### config.mk
export PLATFORM = sky130hd
export DESIGN_NAME = sfm_regs
export DESIGN_NICKNAME = d
export VERILOG_FILES = /design/src/core/sfm_pkg.sv /design/src/core/sfm_ptr_if.sv /design/src/core/sfm_bank_ptrs.sv /design/src/core/sfm_regs.sv
export VERILOG_INCLUDE_DIRS = /design/src /design/src/core
export SDC_FILE = /design/constraint.sdc
export NUM_CORES = 1
export LEC_CHECK = 0
export ABC_AREA = 0
export BUFFER_PORTS_ARGS = -buffer_cell sky130_fd_sc_hd__buf_2
export CORE_UTILIZATION = 35
export CTS_CLUSTER_DIAMETER = 40
export DETAILED_ROUTE_END_ITERATION = 7
export PLACE_DENSITY = 0.51
export SLEW_MARGIN = 10
export SYNTH_ARGS = -nofsm -noshare
export SYNTH_HDL_FRONTEND = slang
export SYNTH_HIERARCHICAL = 1
export SYNTH_SLANG_ARGS = --single-unit
### constraint.sdc
create_clock -name clock -period 2.9 [get_ports clock]
set_clock_uncertainty 0.1 [all_clocks]
set_input_delay 0.145 -clock clock [delete_from_list [all_inputs] [get_ports clock]]
set_output_delay 0.145 -clock clock [all_outputs]
set_load 0.02 [all_outputs]
### src/core/sfm_map.svh
`ifndef SFM_MAP_SVH
`define SFM_MAP_SVH
`define SFM_OFF_FILL 12'h334
`define SFM_OFF_TMO 12'h338
`define SFM_OFF_PTR 12'h33c
`define SFM_OFF_ISTAT 12'h340
`define SFM_OFF_IEN 12'h344
`define SFM_OFF_ICLR 12'h348
`define SFM_OFF_RDAT 12'h34c
`define SFM_FILL_ASYNC 0
`define SFM_FILL_PER 1
`define SFM_FILL_ISO 2
`define SFM_FILL_W 3
`define SFM_PTR_ADDR_W 16
`define SFM_PTR_BANK_LSB 16
`define SFM_PTR_BANK_MSB 17
`define SFM_RST_FILL 32'h0000_0000
`define SFM_RST_TMO 32'h0000_0000
`define SFM_RST_PTR 32'h0000_0000
`define SFM_CLK_MHZ 250
`define SFM_MS_NS 1000000
`define SFM_PERIOD_NS 4
`define SFM_CYC_PER_MS (`SFM_MS_NS / `SFM_PERIOD_NS)
`define SFM_IRQ_TMO 0
`define SFM_IRQ_W 1
`endif

### src/core/sfm_pkg.sv
package sfm_pkg;
  typedef enum logic [1:0] {
    ST_IDLE,
    ST_ASYNC,
    ST_PER,
    ST_ISO
  } sfm_walk_t;
  typedef logic [1:0] sfm_bank_t;
endpackage

### src/core/sfm_ptr_if.sv
`timescale 1ns/1ps
interface sfm_ptr_if;
  logic load;
  logic [1:0] load_bank;
  logic [15:0] load_addr;
  logic step;
  logic [1:0] step_bank;
  logic [15:0] cur_addr;
  modport ctl (output load, load_bank, load_addr, step, step_bank,
    input cur_addr);
  modport ptr (input load, load_bank, load_addr, step, step_bank,
    output cur_addr);
endinterface

### src/core/sfm_bank_ptrs.sv
`timescale 1ns/1ps
module sfm_bank_ptrs #(
  parameter int BANKS = 4,
  parameter int AW = 16
) (
  // clocking
  input wire logic clock,
  input wire logic resetn,
  input wire logic ce,
  // pointer control
  sfm_ptr_if.ptr p
);
  logic [AW-1:0] ptr_r [BANKS];
  genvar g;
  generate
    for (g = 0; g < BANKS; g++) begin : g_bank
      // each bank has its own pointer, untouched by others
      always_ff @(posedge clock) begin
        if (!resetn) begin
          ptr_r[g] <= '0;
        end else if (ce) begin
          if (p.load && p.load_bank == 2'(g)) begin
            ptr_r[g] <= p.load_addr;
          end else if (p.step && p.step_bank == 2'(g)) begin
            ptr_r[g] <= ptr_r[g] + AW'(1);
          end
        end
      end
    end
  endgenerate
  assign p.cur_addr = ptr_r[p.step_bank];
endmodule

### src/core/sfm_regs.sv
// The implementer's own choice: the AXI4-Lite register port.
`timescale 1ns/1ps
`include "sfm_map.svh"
// Operation
// - setting a list flag starts a walk over that list's valid headers
// - bit 2 enables isochronous list processing, else it is skipped
// - bit 1 enables periodic list processing, else it is skipped
// - bit 0 enables asynchronous list processing, else it is skipped
// - 32-bit ms timeout raises interrupt for completed async descriptors
// - bits 17:16 pick one of four banks for programmed-io access
// - bits 15:0 give start address of incrementing programmed-io reads
// - write latches bank pointer; each read of bank increments it
module sfm_regs #(
  parameter int CYC_PER_MS = `SFM_CYC_PER_MS
) (
  // clocking
  input wire logic clock,
  input wire logic resetn,
  input wire logic ce,
  // axi4-lite write
  input wire logic [11:0] s_axi_awaddr,
  input wire logic s_axi_awvalid,
  output logic s_axi_awready,
  input wire logic [31:0] s_axi_wdata,
  input wire logic [3:0] s_axi_wstrb,
  input wire logic s_axi_wvalid,
  output logic s_axi_wready,
  output logic [1:0] s_axi_bresp,
  output logic s_axi_bvalid,
  input wire logic s_axi_bready,
  // axi4-lite read
  input wire logic [11:0] s_axi_araddr,
  input wire logic s_axi_arvalid,
  output logic s_axi_arready,
  output logic [31:0] s_axi_rdata,
  output logic [1:0] s_axi_rresp,
  output logic s_axi_rvalid,
  input wire logic s_axi_rready,
  // scheduler side
  input wire logic walk_done,
  input wire logic hdr_valid,
  input wire logic hdr_skip,
  input wire logic async_done,
  output logic walk_active_r,
  output logic [1:0] walk_list_r,
  output logic hdr_take_r,
  // programmed-io memory port
  output logic [1:0] mem_bank_r,
  output logic [15:0] mem_addr_r,
  output logic mem_rd_r,
  input wire logic [31:0] mem_rdata,
  // interrupt
  output logic irq_r
);
  sfm_ptr_if pif ();
  // one pointer per bank, so a reload leaves the others alone
  sfm_bank_ptrs #(.BANKS(4), .AW(`SFM_PTR_ADDR_W)) u_ptrs (
    .clock(clock),
    .resetn(resetn),
    .ce(ce),
    .p(pif)
  );

  function automatic logic hit(input logic [11:0] a, input logic [11:0] o);
    return a[11:2] == o[11:2];
  endfunction

  logic [`SFM_FILL_W-1:0] fill_r;
  logic [31:0] tmo_r;
  logic [31:0] ptr_reg_r;
  logic [`SFM_IRQ_W-1:0] istat_r, ien_r;
  logic [11:0] aw_r, ar_r;
  logic aw_have_r, w_have_r;
  logic [31:0] w_r;
  logic [3:0] ws_r;
  logic rd_pend_r;
  sfm_pkg::sfm_walk_t walk_r, walk_nxt;
  logic [31:0] ms_cnt_r, ms_tot_r;
  logic tmo_arm_r;
  // reserved list-flag bits are not stored and read as zero
  wire [31:0] fill_rst = `SFM_RST_FILL;

  // write channel capture, any order
  // the write lands one cycle after both halves are held
  wire aw_take = s_axi_awvalid && s_axi_awready;
  wire w_take = s_axi_wvalid && s_axi_wready;
  wire wr_go = aw_have_r && w_have_r && !s_axi_bvalid;
  wire [31:0] wmask = {{8{ws_r[3]}}, {8{ws_r[2]}}, {8{ws_r[1]}},
    {8{ws_r[0]}}};
  wire wr_fill = wr_go && hit(aw_r, `SFM_OFF_FILL);
  wire wr_tmo = wr_go && hit(aw_r, `SFM_OFF_TMO);
  wire wr_ptr = wr_go && hit(aw_r, `SFM_OFF_PTR);
  wire wr_ien = wr_go && hit(aw_r, `SFM_OFF_IEN);
  wire wr_iclr = wr_go && hit(aw_r, `SFM_OFF_ICLR);
  wire wr_ok = wr_fill || wr_tmo || wr_ptr || wr_ien || wr_iclr;
  wire [31:0] ptr_new = (ptr_reg_r & ~wmask) | (w_r & wmask);
  wire [31:0] fill_new = ({29'h0, fill_r} & ~wmask) | (w_r & wmask);

  // read path
  wire ar_take = s_axi_arvalid && s_axi_arready;
  wire rd_mem = hit(ar_r, `SFM_OFF_RDAT);
  wire [31:0] rd_val =
    hit(ar_r, `SFM_OFF_FILL) ? {29'h0, fill_r} :
    hit(ar_r, `SFM_OFF_TMO) ? tmo_r :
    hit(ar_r, `SFM_OFF_PTR) ? {14'h0, ptr_reg_r[17:0]} :
    hit(ar_r, `SFM_OFF_ISTAT) ? {31'h0, istat_r} :
    hit(ar_r, `SFM_OFF_IEN) ? {31'h0, ien_r} :
    rd_mem ? mem_rdata : 32'h0000_0000;
  wire rd_ok = hit(ar_r, `SFM_OFF_FILL) || hit(ar_r, `SFM_OFF_TMO) ||
    hit(ar_r, `SFM_OFF_PTR) || hit(ar_r, `SFM_OFF_ISTAT) ||
    hit(ar_r, `SFM_OFF_IEN) || rd_mem;
  wire [1:0] sel_bank = ptr_reg_r[`SFM_PTR_BANK_MSB:`SFM_PTR_BANK_LSB];

  // pointer control: latch on write, step after each memory data read
  assign pif.load = wr_ptr;
  assign pif.load_bank = ptr_new[`SFM_PTR_BANK_MSB:`SFM_PTR_BANK_LSB];
  assign pif.load_addr = ptr_new[15:0];
  // step only once the data word has been accepted
  assign pif.step = rd_pend_r && rd_mem && s_axi_rvalid && s_axi_rready;
  assign pif.step_bank = sel_bank;

  always_ff @(posedge clock) begin
    if (!resetn) begin
      aw_have_r <= 1'b0;
      w_have_r <= 1'b0;
      aw_r <= 12'h000;
      w_r <= 32'h0000_0000;
      ws_r <= 4'h0;
      s_axi_awready <= 1'b0;
      s_axi_wready <= 1'b0;
      s_axi_bvalid <= 1'b0;
      s_axi_bresp <= 2'h0;
    end else if (ce) begin
      // ce low holds the handshake state as well
      s_axi_awready <= !aw_have_r && !aw_take;
      s_axi_wready <= !w_have_r && !w_take;
      if (aw_take) begin
        aw_have_r <= 1'b1;
        aw_r <= s_axi_awaddr;
      end
      if (w_take) begin
        w_have_r <= 1'b1;
        w_r <= s_axi_wdata;
        ws_r <= s_axi_wstrb;
      end
      if (wr_go) begin
        aw_have_r <= 1'b0;
        w_have_r <= 1'b0;
        s_axi_bvalid <= 1'b1;
        s_axi_bresp <= wr_ok ? 2'h0 : 2'h2;
      end else if (s_axi_bready) begin
        s_axi_bvalid <= 1'b0;
      end
    end
  end

  always_ff @(posedge clock) begin
    if (!resetn) begin
      s_axi_arready <= 1'b0;
      rd_pend_r <= 1'b0;
      ar_r <= 12'h000;
      s_axi_rvalid <= 1'b0;
      s_axi_rdata <= 32'h0000_0000;
      s_axi_rresp <= 2'h0;
    end else if (ce) begin
      s_axi_arready <= !rd_pend_r && !ar_take && !s_axi_rvalid;
      if (ar_take) begin
        ar_r <= s_axi_araddr;
        rd_pend_r <= 1'b1;
      end
      // one cycle for the memory address to settle
      if (rd_pend_r && !s_axi_rvalid) begin
        s_axi_rvalid <= 1'b1;
        s_axi_rdata <= rd_val;
        s_axi_rresp <= rd_ok ? 2'h0 : 2'h2;
      end else if (s_axi_rvalid && s_axi_rready) begin
        s_axi_rvalid <= 1'b0;
        rd_pend_r <= 1'b0;
      end
    end
  end

  // registers
  always_ff @(posedge clock) begin
    if (!resetn) begin
      fill_r <= fill_rst[`SFM_FILL_W-1:0];
      tmo_r <= `SFM_RST_TMO;
      ptr_reg_r <= `SFM_RST_PTR;
      ien_r <= '0;
      mem_bank_r <= 2'h0;
      mem_addr_r <= 16'h0000;
      mem_rd_r <= 1'b0;
    end else if (ce) begin
      if (wr_fill) begin
        fill_r <= fill_new[`SFM_FILL_W-1:0];
      end
      if (wr_tmo) begin
        tmo_r <= (tmo_r & ~wmask) | (w_r & wmask);
      end
      // reserved pointer bits are not kept
      if (wr_ptr) begin
        ptr_reg_r <= {14'h0, ptr_new[17:0]};
      end
      if (wr_ien) begin
        ien_r <= w_r[`SFM_IRQ_W-1:0];
      end
      mem_bank_r <= sel_bank;
      mem_addr_r <= pif.cur_addr;
      mem_rd_r <= pif.step;
    end
  end

  // list walker: async, periodic, iso in turn, each only when filled
  always_comb begin
    walk_nxt = walk_r;
    case (walk_r)
      sfm_pkg::ST_IDLE: begin
        if (fill_r[`SFM_FILL_ASYNC]) begin
          walk_nxt = sfm_pkg::ST_ASYNC;
        end else if (fill_r[`SFM_FILL_PER]) begin
          walk_nxt = sfm_pkg::ST_PER;
        end else if (fill_r[`SFM_FILL_ISO]) begin
          walk_nxt = sfm_pkg::ST_ISO;
        end
      end
      // fixed order: async, then periodic, then iso
      sfm_pkg::ST_ASYNC: begin
        if (walk_done) begin
          walk_nxt = fill_r[`SFM_FILL_PER] ? sfm_pkg::ST_PER :
            fill_r[`SFM_FILL_ISO] ? sfm_pkg::ST_ISO : sfm_pkg::ST_IDLE;
        end
      end
      sfm_pkg::ST_PER: begin
        if (walk_done) begin
          walk_nxt = fill_r[`SFM_FILL_ISO] ? sfm_pkg::ST_ISO :
            sfm_pkg::ST_IDLE;
        end
      end
      sfm_pkg::ST_ISO: begin
        if (walk_done) begin
          walk_nxt = sfm_pkg::ST_IDLE;
        end
      end
      default: walk_nxt = sfm_pkg::ST_IDLE;
    endcase
  end

  wire walking = walk_r != sfm_pkg::ST_IDLE;

  always_ff @(posedge clock) begin
    if (!resetn) begin
      walk_r <= sfm_pkg::ST_IDLE;
      walk_active_r <= 1'b0;
      walk_list_r <= 2'h0;
      hdr_take_r <= 1'b0;
    end else if (ce) begin
      walk_r <= walk_nxt;
      walk_active_r <= walk_nxt != sfm_pkg::ST_IDLE;
      walk_list_r <= walk_nxt == sfm_pkg::ST_ISO ? 2'h2 :
        walk_nxt == sfm_pkg::ST_PER ? 2'h1 : 2'h0;
      hdr_take_r <= walking && hdr_valid && !hdr_skip;
    end
  end

  // async done timeout in milliseconds
  wire ms_tick = ms_cnt_r == CYC_PER_MS - 1;
  // a zero timeout still waits one millisecond
  wire tmo_fire = tmo_arm_r && ms_tick &&
    (ms_tot_r + 32'h0000_0001 >= tmo_r);

  always_ff @(posedge clock) begin
    if (!resetn) begin
      ms_cnt_r <= 32'h0000_0000;
      ms_tot_r <= 32'h0000_0000;
      tmo_arm_r <= 1'b0;
      istat_r <= '0;
      irq_r <= 1'b0;
    end else if (ce) begin
      // the millisecond count restarts with every new arming
      if (async_done && !tmo_arm_r) begin
        tmo_arm_r <= 1'b1;
        ms_cnt_r <= 32'h0000_0000;
        ms_tot_r <= 32'h0000_0000;
      end else if (tmo_arm_r) begin
        ms_cnt_r <= ms_tick ? 32'h0000_0000 : ms_cnt_r + 32'h0000_0001;
        if (ms_tick) begin
          ms_tot_r <= ms_tot_r + 32'h0000_0001;
        end
        if (tmo_fire) begin
          tmo_arm_r <= 1'b0;
        end
      end
      // set wins over a same-cycle clear
      istat_r <= (istat_r & ~(wr_iclr ? w_r[`SFM_IRQ_W-1:0] : '0)) |
        {tmo_fire};
      irq_r <= |((istat_r | {tmo_fire}) & ien_r &
        ~(wr_iclr ? w_r[`SFM_IRQ_W-1:0] & ~{tmo_fire} : '0));
    end
  end
endmodule

**Yosys cells after proc, flatten, opt, wreduce, memory -nomap -nowiden**

Memories as Yosys holds them, arrays and structs flattened. A register that Yosys moved wholly into a read port is not among the register bits.
Cells that the tools add are included.

- Register bits after elaboration: 234
- Latch bits: 0
- Bits in writable memories: 64
- Memory bits (read-only): 0
- Input bits: 104
- Output and inout port bits: 65
- Logic and storage cells: 250
- Memories kept: 1

- $add $sub $neg: 6
- $mul: 0
- Divide/modulo/power cells: 0
- Order comparisons: 1
- Equal/unequal tests: 23
- Shift-type cells: 0
- Mux-type cells: 86
- Bitwise operators: 25
- Reductions and logical operators: 78

Memories:

| name | depth | width | rd ports | clocked after memory_dff | write ports | RTL line | source |
|---|---|---|---|---|---|---|---|
| u_ptrs.ptr_r | 4 | 16 | 5 | 1 | 4 | sfm_bank_ptrs.sv:13 | `logic [AW-1:0] ptr_r [BANKS];` |

Operators with widths:

| cell | number |
|---|---|
| 32-bit 2-to-1 mux | 12 |
| 16-bit 2-to-1 mux | 8 |
| 10-bit by 8-bit == test with 1-bit output, second input constant | 11 |
| 16-bit by 1-bit adder with 16-bit output, second input constant | 4 |
| 32-bit by 1-bit adder with 32-bit output, second input constant | 2 |
| 32-bit bitwise AND | 2 |
| 1-bit 2-to-1 mux | 54 |
| 32-bit by 18-bit == test with 1-bit output, second input constant | 1 |
| 32-bit greater-or-equal comparator | 1 |
| 1-bit logical AND | 32 |
| 32-bit inverter | 1 |
| 32-bit bitwise OR | 1 |
| 2-bit AND reduction | 14 |
| 2-bit 2-to-1 mux | 11 |
| 18-bit bitwise AND | 1 |
| 18-bit bitwise OR | 1 |
| 2-bit == test, second input constant | 8 |
| 2-bit nonzero test | 8 |
| 1-bit logical NOT | 11 |
| 1-bit bitwise OR | 10 |
| 1-bit logical OR | 9 |
| 2-bit case mux with 4 select lines | 1 |
| 2-bit by 1-bit == test with 1-bit output, second input constant | 3 |
| 2-bit logical NOT | 3 |
| other kinds (5) | 10 |

**Depth between registers and ports, before layout**

- Depth in word-level cells: 11
- Mapped depth: 13
- Mapped depth without buffers: 11

**Modules after synthesis**

The synthesis kept the hierarchy.

By module, submodules not included:

| module | instances | cells an instance | area each (um^2) | seq. area each (um^2) |
|---|---|---|---|---|
| sfm_regs | 1 | 1313 | 11360.9 | 4884.7 |
| sfm_bank_ptrs | 1 | 409 | 4164.0 | 1921.8 |

**Worst setup path after synthesis**

Ideal clock, no wire load.

- Path type: register to register
- From: register ms_tot_r[0]
- To: register istat_r
- Setup time: 0.139 ns
- Data arrival time: 2.938 ns
- Required time: 2.661 ns
- Path slack: -0.277 ns
- Cell stages (with the launch flop): 13
- Path buffers: 1
- Period minus slack after synthesis: 3.177 ns
- Cells stage by stage: dfxtp_1 ha_1 nand3_1 nor4_1 clkbuf_1 nand4_1 xnor2_1 ha_1 a21oi_1 nand2_1 a221o_1 nor3_1 o221ai_1

- Cells in the longest elaborated chain, start to end: 4

Ends and longest elaborated chain:

| item | RTL line | source |
|---|---|---|
| start: declaration | sfm_regs.sv:78 | `logic [31:0] ms_cnt_r, ms_tot_r;` |
| start signal: assignment | sfm_regs.sv:287 | `ms_tot_r <= ms_tot_r + 32'h0000_0001;` |
| 32-bit by 1-bit adder with 32-bit output | sfm_regs.sv:269 | `(ms_tot_r + 32'h0000_0001 >= tmo_r);` |
| 32-bit greater-or-equal comparator | sfm_regs.sv:269 |  |
| 1-bit logical AND | sfm_regs.sv:268 | `wire tmo_fire = tmo_arm_r && ms_tick &&` |
| 1-bit bitwise OR | sfm_regs.sv:294 | `` istat_r <= (istat_r & ~(wr_iclr ? w_r[`SFM_IRQ_W-1:0] : '0)) \| `` |
| end signal: assignment | sfm_regs.sv:294 |  |
| end: declaration | sfm_regs.sv:71 | `` logic [`SFM_IRQ_W-1:0] istat_r, ien_r; `` |

Every way passes these cells.
A chain may end at the register's enable or synchronous reset.

**Worst setup path after layout**

- From: register ms_tot_r[1]
- To: register istat_r

The elaborated chain is that of the path after synthesis.

==> reports/metrics.yaml <==
status:
  status: "finished with violations"
  failed_checks: "setup timing"
run:
  maxCapViolCount: 0
timing:
  grt_setup_unrepaired: "yes"
  max_freq_mhz: 341.0
  fin_ws_ns: -0.03228
  period_share_pct: 101.1
  slew-limit-headroom_pct: 52.02
  finalSetupTns_ns: -0.05806
  slew_violations: 0
  period_needed_ns: 2.932
  setup_viol: 3
  finalHoldViolations: 0
  worst_pin_slew_ns: 0.7176
clock_network:
  clockRootBuffer: "clkbuf_16"
  clock_latency_ns: 0.59
  cts.sinks: 308
  clock_path_buffers: 3
  cts_max_level: 2
  cts_tree: "done"
  cts_buffers: 57
  clk_pin_slew_ns: 0.05
drt:
  wl_per_cell_um: 18.66
  drc: 0
  dr_total_vias: 13950
  ant_nets: 0
  drt_pass1_iterations: 5
  vias_per_cell: 5.232
  drt_iter0_drc: 847
  routed_wl_mm: 49.76
global_routing:
  grt_first_pass_wirelength_mm: 77.22
  globalRouteTotalUtil_pct: 22.16
  antenna_found_initial: 0
  grt_pass1_vias: 13450
  grt.overflow.total: 0
  grt_max_degree: 58
die:
  ios: 169
  dieArea_um2: 45200
  initial_core_util_pct: 35.72
  num_rows: 76
  die_h_um: 212.6
  die_x_um: 212.6
  core_um2: 43460
critical_path:
  cp_max_fo: 7
  startpoint_type: "flop"
  critPathRequiredTime_ns: 3.25
  r2r_slack_ns: -0.03
  worstReg2RegStart: "ms_tot_r[1]$_SDFFE_PN0P_"
  arrival_ns: 3.28
  path_class: "flop to flop"
  cp-startpoint: "ms_tot_r[1]$_SDFFE_PN0P_"
  end_kind: "flop"
yosys:
  synth_area_per_cell_um2: 9.016
  async_flop_share_pct: 0
  synth_edf_count: 64
  synthCells: 1722
  synth_area_um2: 15520
  synthFlopType: "dfxtp_1"
  synth_warnings: 6
  ys_seq_elements: 308
  ys_seq_area_share_pct: 43.84
  yosysUniqueCellTypes: 72
finish:
  drive_gt1_share_pct: 21.37
  postLayoutCellArea_um2: 20650
  final_common_cell: "nand2_1"
  syn2layout_area_growth_pct: 32.99
  nNetsFinal: 2179
  mostFrequentLayoutCells: "nand2_1 (257), dfxtp_1 (234), nor2_1 (167)"
  diodes: 0
pwr:
  vdd_drop_max_uv: 445.4
  p_sw_share_pct: 23.01
  power.combinational.fraction_pct: 4.8
  power.switching_w: 0.002766
  p_leak_nw: 7.882
  p_seq_share_pct: 37.9
  p_int_w: 0.009256
  power_density_nw_per_um2: 582.3
  clkPwrFrac_pct: 57.2
placement:
  routabilityCongestion: 0.8766
  hpwl_mm: 35.31
  place_area_um2: 17470
  dp_slack_ns: -0.1221
  port_buffers: 162
min_path:
  min-delay-start: "mem_rdata[5]"
  hp-class: "primary input to flop"
## what timing repair did
| item | in CTS | in global routing |
|---|---|---|
| hold buffers | 97 | 0 |
| pin swaps | 2 | 11 |
| hold endpoints to repair | 101 | 0 |
| gates resized for setup | 11 | 28 |
| endpoints found under the setup margin | 3 | 3 |
| buffers inserted | 3 | 4 |
## worst max-delay path, stage by stage, from the launching register on
cell      delay [ns]
dfxtp_4         0.36
ha_4            0.14
nand3_4         0.08
nor4_2          0.14
buf_4           0.19
buf_12          0.12
and3_4          0.18
xor2_1          0.16
ha_1            0.26
nand4_1         0.22
nor3_2          0.08
a221o_1         0.36
nor3_4          0.27
o221ai_1        0.14
## kinds of logic after synthesis
family	after synthesis	share of synthesized area (%)
compound gates	321	13.23
xor+xnor	113	6.375
fa+ha+maj	38	3.063
buf+inv	150	4.046
flops	308	43.84
mux	112	8.688
other cells	1	0.02415
simple gates	679	20.74
## synthesized netlist by cell type, types with 38 or more instances
| cell type | number | area share (%) |
|---|---|---|
| ha_1 | 38 | 3.1 |
| dfxtp_1 | 244 | 31 |
| edfxtp_1 | 64 | 12 |
| nand3_1 | 63 | 2.0 |
| inv_1 | 53 | 1.3 |
| nor2_1 | 169 | 4.1 |
| clkbuf_1 | 65 | 1.6 |
| a21oi_1 | 97 | 3.1 |
| mux2i_1 | 77 | 5.0 |
| nand2_1 | 257 | 6.2 |
| o21ai_0 | 71 | 2.3 |
| xnor2_1 | 79 | 4.5 |
## metrics by stage
step                      hold WS [ns]  std cells  utilization, %  total power, W
after global routing          0.001138       2667           47.51         0.01241
after global placement          0.2910       2459           40.19        0.005121
after detailed placement        0.2957       2459           40.19        0.005125
final                          0.01881       2667           47.51         0.01202
after CTS                     0.001540       2663           47.21         0.01215
after floorplan                 0.1627       1723               -        0.004886
## power by group through the flow
stage                     Combinational, W  Sequential [W]  Clock, W
after floorplan                   0.000244         0.00464         0
after global placement            0.000477         0.00464         0
after detailed placement          0.000480         0.00465         0
after CTS                         0.000581         0.00456   0.00701
after global routing              0.000628         0.00457   0.00721
final                             0.000578         0.00456   0.00688
## final cells by class
class | instances | area, µm²
clock buffer | 72 | 1595
inverter | 54 | 207.7
timing repair buffer | 351 | 2572
sequential | 308 | 6824
multi-input combinational | 1265 | 8310
clock inverter | 32 | 404.1
fill | 4218 | 22810
tap | 585 | 732.0
## path summary, 6_finish.rpt
path | depth (start not counted) | end
worst max-delay path | 13 | istat_r$_SDFFE_PN0P_
worst min-delay path | 3 | s_axi_rdata[5]$_SDFFE_PN0P_
worst max register to register | 13 | istat_r$_SDFFE_PN0P_
worst min register to register | 2 | aw_r[10]$_SDFFE_PN0P_
## per-layer routing
| metal | vias up | share of wire (%) | track usage (%) |
|---|---|---|---|
| met5 | - | 0 | 0 |
| met4 | 0 | 1.7 | 5.929 |
| met3 | 54 | 5.4 | 4.431 |
| met2 | 356 | 46 | 34.98 |
| met1 | 6680 | 47 | 30.66 |
| li1 | 6863 | - | - |
Power figures use the tool's default switching activity.
